==> config.mk <==
export PLATFORM = sky130hd
export DESIGN_NAME = branch_zero_and_call_exec
export DESIGN_NICKNAME = d
export VERILOG_FILES = /design/src/ctl_flow_pkg.sv /design/src/branch_zero_and_call_exec.sv /design/src/quarter_phase.sv
export SDC_FILE = /design/constraint.sdc
export NUM_CORES = 1
export LEC_CHECK = 0
export ABC_CLOCK_PERIOD_IN_PS = 6000
export BUFFER_PORTS_ARGS = -buffer_cell sky130_fd_sc_hd__buf_4
export CAP_MARGIN = 10
export CORE_ASPECT_RATIO = 0.8
export CORE_MARGIN = 5
export CORE_UTILIZATION = 48
export DETAILED_ROUTE_END_ITERATION = 12
export PLACE_DENSITY = 0.73
export SETUP_SLACK_MARGIN = 0.15
export SLEW_MARGIN = 20
export SYNTH_ARGS = -nofsm -noshare
export SYNTH_HDL_FRONTEND = slang
export SYNTH_SLANG_ARGS = --single-unit
==> constraint.sdc <==
create_clock -name ref_clk_in -period 6 [get_ports ref_clk_in]
set_input_delay 1.2 -clock ref_clk_in [delete_from_list [all_inputs] [get_ports ref_clk_in]]
set_output_delay 1.2 -clock ref_clk_in [all_outputs]
set_load 0.01 [all_outputs]
==> src/ctl_flow_pkg.sv <==
// Package with encodings, widths and reset values for the branch and call executor.
package ctl_flow_pkg;

   // Program counter and instruction widths.
   localparam int PC_W = 21;
   localparam int INSN_W = 16;
   localparam int STACK_W = 21;

   // Opcode patterns.
   localparam logic [7:0] BRANCH_ZERO_OPC = 8'hE0;
   localparam logic [6:0] CALL_OPC = 7'h76;
   localparam logic [3:0] CALL2_OPC = 4'hF;

   // Program counter increments in bytes.
   localparam logic [PC_W-1:0] PC_STEP = 21'h0_0002;
   localparam logic [PC_W-1:0] CALL_RET_OFS = 21'h0_0004;

   // Reset values.
   localparam logic [PC_W-1:0] PC_RST = 21'h0_0000;
   localparam logic [7:0] REG8_RST = 8'h00;
   localparam logic [1:0] QPH_RST = 2'h0;

   // Quarter phases of one instruction cycle.
   localparam logic [1:0] Q1 = 2'h0;
   localparam logic [1:0] Q2 = 2'h1;
   localparam logic [1:0] Q3 = 2'h2;
   localparam logic [1:0] Q4 = 2'h3;

   // Executor states.
   typedef enum logic [1:0] {
      ST_EXEC,
      ST_FLUSH
   } exec_st_e;

endpackage

==> src/branch_zero_and_call_exec.sv <==
// Executor for the branch-if-zero and two-word call instructions of the core.
`timescale 1ns/100ps
// Overview of operation
// - Zero set: PC gets PC+2+2n, else next.
// - Offset is signed 8-bit, doubled, added.
// - Branch opcode is upper byte 1110_0000.
// - Branch: one cycle, two when taken.
// - Branch decodes Q1, literal Q2, PC Q4.
// - Call: 1110_110s+k7:0, then 1111+k19:8.
// - Call pushes PC+4 as stack top.
// - Fast bit saves W, flags, bank shadows.
// - Call target goes into PC bits 20:1.
// - Call takes two cycles, push in Q3.
module branch_zero_and_call_exec
   import ctl_flow_pkg::*;
(
   input wire logic ref_clk_in,                    // 125 MHz system clock.
   input wire logic sys_rst_in,                    // Synchronous reset, active high.
   input wire logic [INSN_W-1:0] insn_in,          // Instruction word at the current PC.
   input wire logic [INSN_W-1:0] insn_next_in,     // Word at PC+2, the call's second word.
   input wire logic zero_flag_in,                  // Zero flag of the status register.
   input wire logic [7:0] accumulator_in,          // Working register value.
   input wire logic [7:0] flags_in,                // Status register value.
   input wire logic [7:0] bank_select_reg_in,      // Bank select register value.
   output logic [PC_W-1:0] pc_out,                 // Program counter.
   output logic [1:0] qph_out,                     // Current quarter phase.
   output logic flush_out,                         // High during the no-operation cycle.
   output logic push_out,                          // One-cycle stack push strobe in Q3.
   output logic [STACK_W-1:0] return_stack_top_out, // Top of the return stack.
   output logic [7:0] accumulator_shadow_out,      // Working register shadow.
   output logic [7:0] flags_shadow_out,            // Status register shadow.
   output logic [7:0] bank_select_shadow_out       // Bank select shadow.
);
   import ctl_flow_pkg::*;

   // Phase source: the instruction cycle is four clocks.
   logic [1:0] qph;
   logic q4;

   quarter_phase u_qph (
      .ref_clk_in(ref_clk_in),
      .sys_rst_in(sys_rst_in),
      .qph_out(qph),
      .q4_out(q4)
   );

   // Whole state of the executor.
   typedef struct packed {
      exec_st_e st;
      logic [PC_W-1:0] pc;
      logic [7:0] ofs;
      logic [7:0] klo;
      logic fast;
      logic is_branch;
      logic is_call;
      logic push;
      logic [1:0] qph;
      logic flush;
      logic [STACK_W-1:0] ret_top;
      logic [7:0] acc_sh;
      logic [7:0] ss;
      logic [7:0] bs;
   } exec_s;

   exec_s ex_r;
   exec_s ex_nxt;

   // Decodes the branch-if-zero opcode from the upper byte.
   function automatic logic is_branch_zero_op(input logic [INSN_W-1:0] w);
      is_branch_zero_op = (w[15:8] == BRANCH_ZERO_OPC);
   endfunction

   // Decodes the first word of the call.
   function automatic logic is_call_op(input logic [INSN_W-1:0] w);
      is_call_op = (w[15:9] == CALL_OPC);
   endfunction

   // Branch target arithmetic; sign extension keeps negative offsets correct.
   function automatic logic [PC_W-1:0] branch_target(input logic [PC_W-1:0] pc, input logic [7:0] n);
      logic [PC_W-1:0] twice_n;
      twice_n = {{(PC_W-9){n[7]}}, n, 1'b0};
      branch_target = PC_W'(pc + PC_STEP + twice_n);
   endfunction

   // Next-state logic, stepping through the quarter phases.
   always_comb begin
      ex_nxt = ex_r;
      ex_nxt.push = 1'b0;
      ex_nxt.qph = qph;
      unique case (ex_r.st)
         ST_EXEC: begin
            unique case (qph)
               Q1: begin
                  // Decode; the status flags are only read, never written.
                  ex_nxt.is_branch = is_branch_zero_op(insn_in);
                  ex_nxt.is_call = is_call_op(insn_in);
                  ex_nxt.fast = insn_in[8];
               end
               Q2: begin
                  // Literal read: branch offset or target bits 7:0.
                  ex_nxt.ofs = insn_in[7:0];
                  ex_nxt.klo = insn_in[7:0];
               end
               Q3: begin
                  // Call pushes the return address and optionally the shadows.
                  // A first word without a valid second word is no call, so nothing is pushed.
                  if (ex_r.is_call && insn_next_in[15:12] == CALL2_OPC) begin
                     ex_nxt.ret_top = STACK_W'(ex_r.pc + CALL_RET_OFS);
                     ex_nxt.push = 1'b1;
                     if (ex_r.fast) begin
                        ex_nxt.acc_sh = accumulator_in;
                        ex_nxt.ss = flags_in;
                        ex_nxt.bs = bank_select_reg_in;
                     end
                  end
               end
               Q4: begin
                  if (ex_r.is_call && insn_next_in[15:12] == CALL2_OPC) begin
                     // Target lands on bits 20:1, bit 0 forced low.
                     ex_nxt.pc = {insn_next_in[11:0], ex_r.klo, 1'b0};
                     ex_nxt.st = ST_FLUSH;
                     ex_nxt.flush = 1'b1;
                  end else if (ex_r.is_branch && zero_flag_in) begin
                     // Taken branch writes PC and costs a second cycle.
                     ex_nxt.pc = branch_target(ex_r.pc, ex_r.ofs) & ~PC_W'(1);
                     ex_nxt.st = ST_FLUSH;
                     ex_nxt.flush = 1'b1;
                  end else begin
                     // Not taken or other instruction: single cycle.
                     ex_nxt.pc = PC_W'(ex_r.pc + PC_STEP);
                  end
                  ex_nxt.is_branch = 1'b0;
                  ex_nxt.is_call = 1'b0;
               end
            endcase
         end
         ST_FLUSH: begin
            // No operation while the target is fetched.
            if (q4) begin
               ex_nxt.st = ST_EXEC;
               ex_nxt.flush = 1'b0;
            end
         end
         default: begin
            ex_nxt.st = ST_EXEC;
         end
      endcase
   end

   // State register.
   always_ff @(posedge ref_clk_in) begin
      if (sys_rst_in) begin
         ex_r <= '{st: ST_EXEC, pc: PC_RST, ofs: REG8_RST, klo: REG8_RST, fast: 1'b0,
                   is_branch: 1'b0, is_call: 1'b0, push: 1'b0, qph: QPH_RST, flush: 1'b0,
                   ret_top: PC_RST, acc_sh: REG8_RST, ss: REG8_RST, bs: REG8_RST};
      end else begin
         ex_r <= ex_nxt;
      end
   end

   // Outputs straight from the state flip-flops.
   assign pc_out = ex_r.pc;
   assign qph_out = ex_r.qph;
   assign flush_out = ex_r.flush;
   assign push_out = ex_r.push;
   assign return_stack_top_out = ex_r.ret_top;
   assign accumulator_shadow_out = ex_r.acc_sh;
   assign flags_shadow_out = ex_r.ss;
   assign bank_select_shadow_out = ex_r.bs;
endmodule

==> src/quarter_phase.sv <==
// Quarter phase generator producing Q1..Q4 and the Q4 instruction boundary strobe.
`timescale 1ns/100ps
module quarter_phase
   import ctl_flow_pkg::*;
(
   input wire logic ref_clk_in,  // System clock.
   input wire logic sys_rst_in,  // Synchronous reset, active high.
   output logic [1:0] qph_out,   // Current quarter phase.
   output logic q4_out           // High during Q4.
);
   import ctl_flow_pkg::*;

   // All state in one struct.
   typedef struct packed {
      logic [1:0] qph;
   } qp_s;

   qp_s qp_r;
   qp_s qp_nxt;

   // Advance the phase every clock; reset lands on Q1.
   always_comb begin
      qp_nxt = qp_r;
      qp_nxt.qph = 2'(qp_r.qph + 2'h1);
   end

   // Register the phase.
   always_ff @(posedge ref_clk_in) begin
      if (sys_rst_in) begin
         qp_r <= '{qph: QPH_RST};
      end else begin
         qp_r <= qp_nxt;
      end
   end

   assign qph_out = qp_r.qph;
   assign q4_out = (qp_r.qph == Q4);
endmodule
After elaboration in Yosys (flattened, before gate mapping)
Index checks and enable logic that the tools add are counted.
Cells by class
  $add $sub $neg: 4
  $mul: 0
  div/mod/pow operators: 0
  $lt $le $gt $ge: 0
  eq/ne operators: 10
  shift-type cells: 0
  muxes and demuxes: 13
  bitwise gates (word level): 2
  reduce and logical (&&, ||, !) cells: 15
Operators with widths (count)
  2-to-1 mux 23 bit: 2
  adder 21 x 2 -> 21 bit, second input constant: 1
  adder 21 bit: 1
  adder 21 x 3 -> 21 bit, second input constant: 1
  2-to-1 mux 21 bit: 1
  equality test 8 bit, second input constant: 1
  one-hot mux 2 bit (2 select lines): 2
  AND reduction 2 bit: 4
  AND reduction 4 bit: 2
  equality test 7 bit, second input constant: 1
  AND reduction 3 bit: 2
  2-to-1 mux 1 bit: 5
  equality test 2 x 1 -> 1 bit, second input constant: 2
  equality test 2 bit, second input constant: 2
  equality test 4 bit, second input constant: 1
  logical NOT 2 bit: 2
  2-to-1 mux 2 bit: 2
  inequality test 2 bit, second input constant: 2
  nonzero test 2 bit: 2
  inequality test 3 bit, second input constant: 1
  OR reduction 3 bit: 1
  adder 2 x 1 -> 2 bit, second input constant: 1
  logical AND 1 bit: 2
  NOT 1 bit: 2
  one-hot mux 1 bit (2 select lines): 1
Word-level totals
  register bits: 85
  bits in latches: 0
  memory bits (writable): 0
  ROM bits: 0
  input port bits: 59
  logic and storage cells: 58
  memories kept: 0

Depth between registers and ports, before layout
  word-level depth: 6
  mapped depth: 16
  gate-level depth less buffers: 16

Hierarchy
Synthesis repeated with hierarchy kept, for this count alone.
Unflattened totals
  cells, all modules: 709
  area total of the unflattened synthesis: 5625.4 um^2
Modules (own cells, without submodules)
  branch_zero_and_call_exec: times used 1, cells an instance 704, area an instance 5562.8 um^2, seq. area each 1641.6 um^2
  quarter_phase: times used 1, cells an instance 5, area an instance 62.6 um^2, seq. area each 40.0 um^2

Least setup slack after synthesis
Ideal clock, no wire load.
  path kind: flip-flop to flip-flop
  from: reg ex_r (netlist bit pc_out[3])
  to: reg ex_r (netlist bit pc_out[20])
  library setup time: 0.132 ns
  arrival: 3.154 ns
  required time: 5.868 ns
  path slack: 2.713 ns
  cell stages (with the launch flop): 16
  buffers on the path: 0
  cells stage by stage: dfxtp_1 -> ha_1 -> and3_4 -> nand2_4 -> or4b_4 -> xnor2_4 -> ha_1 -> a21o_1 -> nor4_1 -> o21ai_1 -> a21oi_1 -> o31ai_1 -> a21oi_1 -> xor2_1 -> mux2i_1 -> a21oi_1
On the way
  word-level cells in the longest chain between the ends: 4
RTL lines
  start, declared: line branch_zero_and_call_exec.sv:65  | exec_s ex_r;
  start signal, assigned: line branch_zero_and_call_exec.sv:153  | ex_r <= '{st: ST_EXEC, pc: PC_RST, ofs: REG8_RST, klo: REG8_RST, fast: 1'b0,
  start signal, assigned: line branch_zero_and_call_exec.sv:157  | ex_r <= ex_nxt;
  adder 21 x 2 -> 21 bit (*): line branch_zero_and_call_exec.sv:82, branch_zero_and_call_exec.sv:130
  adder 21 bit: line branch_zero_and_call_exec.sv:82  | branch_target = PC_W'(pc + PC_STEP + twice_n);
  2-to-1 mux 21 bit (*): line branch_zero_and_call_exec.sv:123  | end else if (ex_r.is_branch && zero_flag_in) begin
  2-to-1 mux 23 bit (*): line branch_zero_and_call_exec.sv:118  | if (ex_r.is_call && insn_next_in[15:12] == CALL2_OPC) begin
Every way passes the cells marked *; elsewhere a longest branch is shown, timed or not.
A chain may end at the register's enable or synchronous reset.

Worst setup path after layout
  from: reg ex_r (netlist bit pc_out[2])
  to: reg ex_r (netlist bit pc_out[20])
Same word-level chain as after synthesis.

==> reports/results.ini <==
[outcome]
status = complete, no violations

[layout]
fin_nets = 801
fill_cells = 1025
antenna_cells = 0
areaGrowthSynthToFinish_pct = 14.3
fin_util = 0.567
drive_gt1_frac = 0.223

[worst_setup_path]
cp-end-kind = flip-flop
cp_max_fo = 11
arrival_ps = 4070
reg2reg_depth = 15
critical_path_class = reg -> reg
cp-start-kind = flip-flop
crit_required_ps = 6190
r2r_end = pc_out[20]
r2r_slack_ps = 2120
reg2reg_from = pc_out[2]

[clock_tree]
clock-sinks = 84
cts_tree = done
clk_latency_ps = 340
cts_hold_buf = 0
h-tree-depth = 3
clk_pin_slew_ps = 70
post_cts_buffers = 0
cts-root-buf = clkbuf_16
cts_made_buffers = 9
clock_path_buffers = 2
ctsResizeCount = 0

[die]
die_w_microns = 129
fp.dieArea_sq_um = 13600
core-area_sq_um = 11000
num_rows = 34
io_pins = 129
dieHeight_microns = 105
start_util = 0.496

[drt]
routed_wl_microns = 14400
firstDrtPassIters = 5
vias_per_cell = 5.56
initialDrtViolationCount = 407
drc = 0
wl_per_cell_microns = 16.8
via_count = 4785
ant_nets = 0

[pwr]
leakage_nw = 2.52
peakVddDrop_uv = 148
cellPowerDensity_nw_per_um2 = 208

[synth]
synth_nets = 773
synthArstFlopShare = 0
yosys_warnings = 0
syn_inst = 684
ys_seq_area_frac = 0.309
synthAdderAreaFrac = 0.0703
synth_xor_area_frac = 0.0758
synth_top_family_by_area = simple AND/OR/NAND/NOR gates
yosys.area_share.simple = 0.191
muxShareOfSynthArea = 0.0294
ys.flop_type = dfxtp_1
ys_seq_elements = 84
netlist_area_sq_um = 5450
syn_area_per_cell_sq_um = 7.97
synth_compound_area_frac = 0.188
synth_edf_count = 0
yosysUniqueCellTypes = 60

[sta]
finalMaxSlewViolations = 0
final_hold_viol_count = 0
worst_clock_skew_ps = 7.82
relSlewSlack = 0.426
finalSetupViolations = 0
rsz0062_at_grt = no
min_period_over_period = 0.647
tightest_slew_ps = 859
finalCriticalPeriod_ps = 3880
clock.fmax_mhz = 258
tns_ps = 0

[grt]
antenna_found_initial = 0
grt_pass1_vias = 4436
track_usage = 0.207
grt_pass1_wl_microns = 22800
grt_max_degree = 81
globalRoute.totalOverflow = 0

[hold_path]
hp-start = accumulator_shadow_out[0]
whs_endpoint = accumulator_shadow_out[0]
hp-class = reg -> reg
hold_depth = 2

[place]
gp_congestion = 0.951
dp.final_hpwl_microns = 10800
port_buffers = 128

[flow_run]
maxCapViolCount = 0

## power breakdown
| part | switching (mW) | internal, mW | leakage [nW] | total (mW) |
|---|---|---|---|---|
| sequential | 0.0139 | 0.565 | 0.679 | 0.579 |
| clock | 0.234 | 0.370 | 0.155 | 0.604 |
| combinational | 0.0543 | 0.0561 | 1.68 | 0.110 |
| total | 0.303 | 0.991 | 2.52 | 1.29 |
## layer usage
metal,GRT usage,share of wire,vias to the layer above
met2,0.305,0.43,201
met1,0.297,0.46,2205
met4,0.0615,0.019,0
li1,-,-,2357
met3,0.0551,0.096,22
met5,0,0,-
## cell usage after synthesis (all sizes together), types with 5 or more instances
| cell | count | area [sq um] |
|---|---|---|
| nand3 | 11 | 55.1 |
| o211ai | 19 | 143 |
| xor2 | 17 | 149 |
| nand4 | 9 | 56.3 |
| a211oi | 25 | 193 |
| xnor2 | 28 | 264 |
| mux2i | 16 | 160 |
| and3 | 5 | 37.5 |
| ha | 29 | 363 |
| a31oi | 8 | 50.1 |
| dfxtp | 84 | 1680 |
| nor2 | 59 | 229 |
| nand2b | 5 | 31.3 |
| inv | 9 | 33.8 |
| a21oi | 62 | 310 |
| nor2b | 6 | 37.5 |
| clkbuf | 31 | 118 |
| a21o | 6 | 45.0 |
| nand2 | 104 | 398 |
| buf | 83 | 598 |
| o21ai | 16 | 80.1 |
## per-stage QoR
stage	cell area [sq um]	hold slack, ps	setup slack (ps)	power (mW)	std cells
finish	6230	455	2120	1.29	861
global route	6230	473	1820	1.34	861
CTS	6230	456	2180	1.31	861
detailed placement	5900	447	2200	0.700	845
global placement	5900	437	2320	0.697	845
floorplan	5450	427	2710	0.655	684
## cell usage in the layout, fill, tap and decap left out, types with 4 or more instances in the layout
| cell type | instances |
|---|---|
| buf_4 | 131 |
| nand2_1 | 103 |
| dfxtp_1 | 84 |
| a21oi_1 | 62 |
| nor2_1 | 58 |
| ha_1 | 29 |
| xnor2_1 | 27 |
| a211oi_1 | 24 |
| o211ai_1 | 19 |
| xor2_1 | 17 |
| mux2i_1 | 16 |
| nand3_1 | 11 |
| nand4_1 | 9 |
| inv_1 | 9 |
| o21ai_0 | 9 |
| clkbuf_16 | 9 |
| a31oi_1 | 8 |
| o21ai_1 | 7 |
| nor2b_1 | 6 |
| a21o_1 | 6 |
| nand2b_1 | 5 |
| o21bai_1 | 4 |
| nor3_1 | 4 |
## flip-flops by register name, summed over array words and instances, names as in the netlist
register / cells
accumulator_shadow_out: 8
return_stack_top_out: 21
flush_out: 1
push_out: 1
bank_select_shadow_out: 8
pc_out: 21
u_qph.qph_out: 2
flags_shadow_out: 8
qph_out: 2
ex_r: 12
## critical path, stage by stage (launching register included)
cell     delay, ps
dfxtp_1        540
ha_1           280
and3_4         240
nand2_4         70
or4b_4         590
xnor2_4        160
ha_1           250
a21o_1         240
nor4_1         220
o21ai_1        100
a21oi_1        250
o31ai_1        120
a21oi_1        180
xor2_1         200
mux2i_1        200
a21oi_1         80
## how the worst max path moves through the flow
| stage | start | to | slack [ps] | cells after the start |
|---|---|---|---|---|
| after floorplan | pc_out[3] | pc_out[20] | 2710 | 15 |
| after global placement | insn_next_in[13] | bank_select_shadow_out[0] | 2320 | 9 |
| after detailed placement | pc_out[2] | pc_out[20] | 2200 | 15 |
| after CTS | pc_out[2] | pc_out[20] | 2180 | 15 |
| after global routing | pc_out[2] | pc_out[20] | 1820 | 16 |
| final | pc_out[2] | pc_out[20] | 2120 | 15 |
## cell type report
cell class	instances	area [sq um]	area share
clock buffers	10	229	0.0368
clock inverters	6	96.3	0.0155
inverters	9	33.8	0.00542
multi-input cells	477	3020	0.485
flip-flops and latches	84	1680	0.270
well taps	144	180	0.0289
repair buffers	131	983	0.158
## cells by family after synthesis
| group | after synthesis |
|---|---|
| buf+inv | 123 |
| mux | 16 |
| compound gates | 161 |
| simple gates | 225 |
| fa+ha+maj | 30 |
| flops | 84 |
| xor+xnor | 45 |
Power figures use the tool's default switching activity.
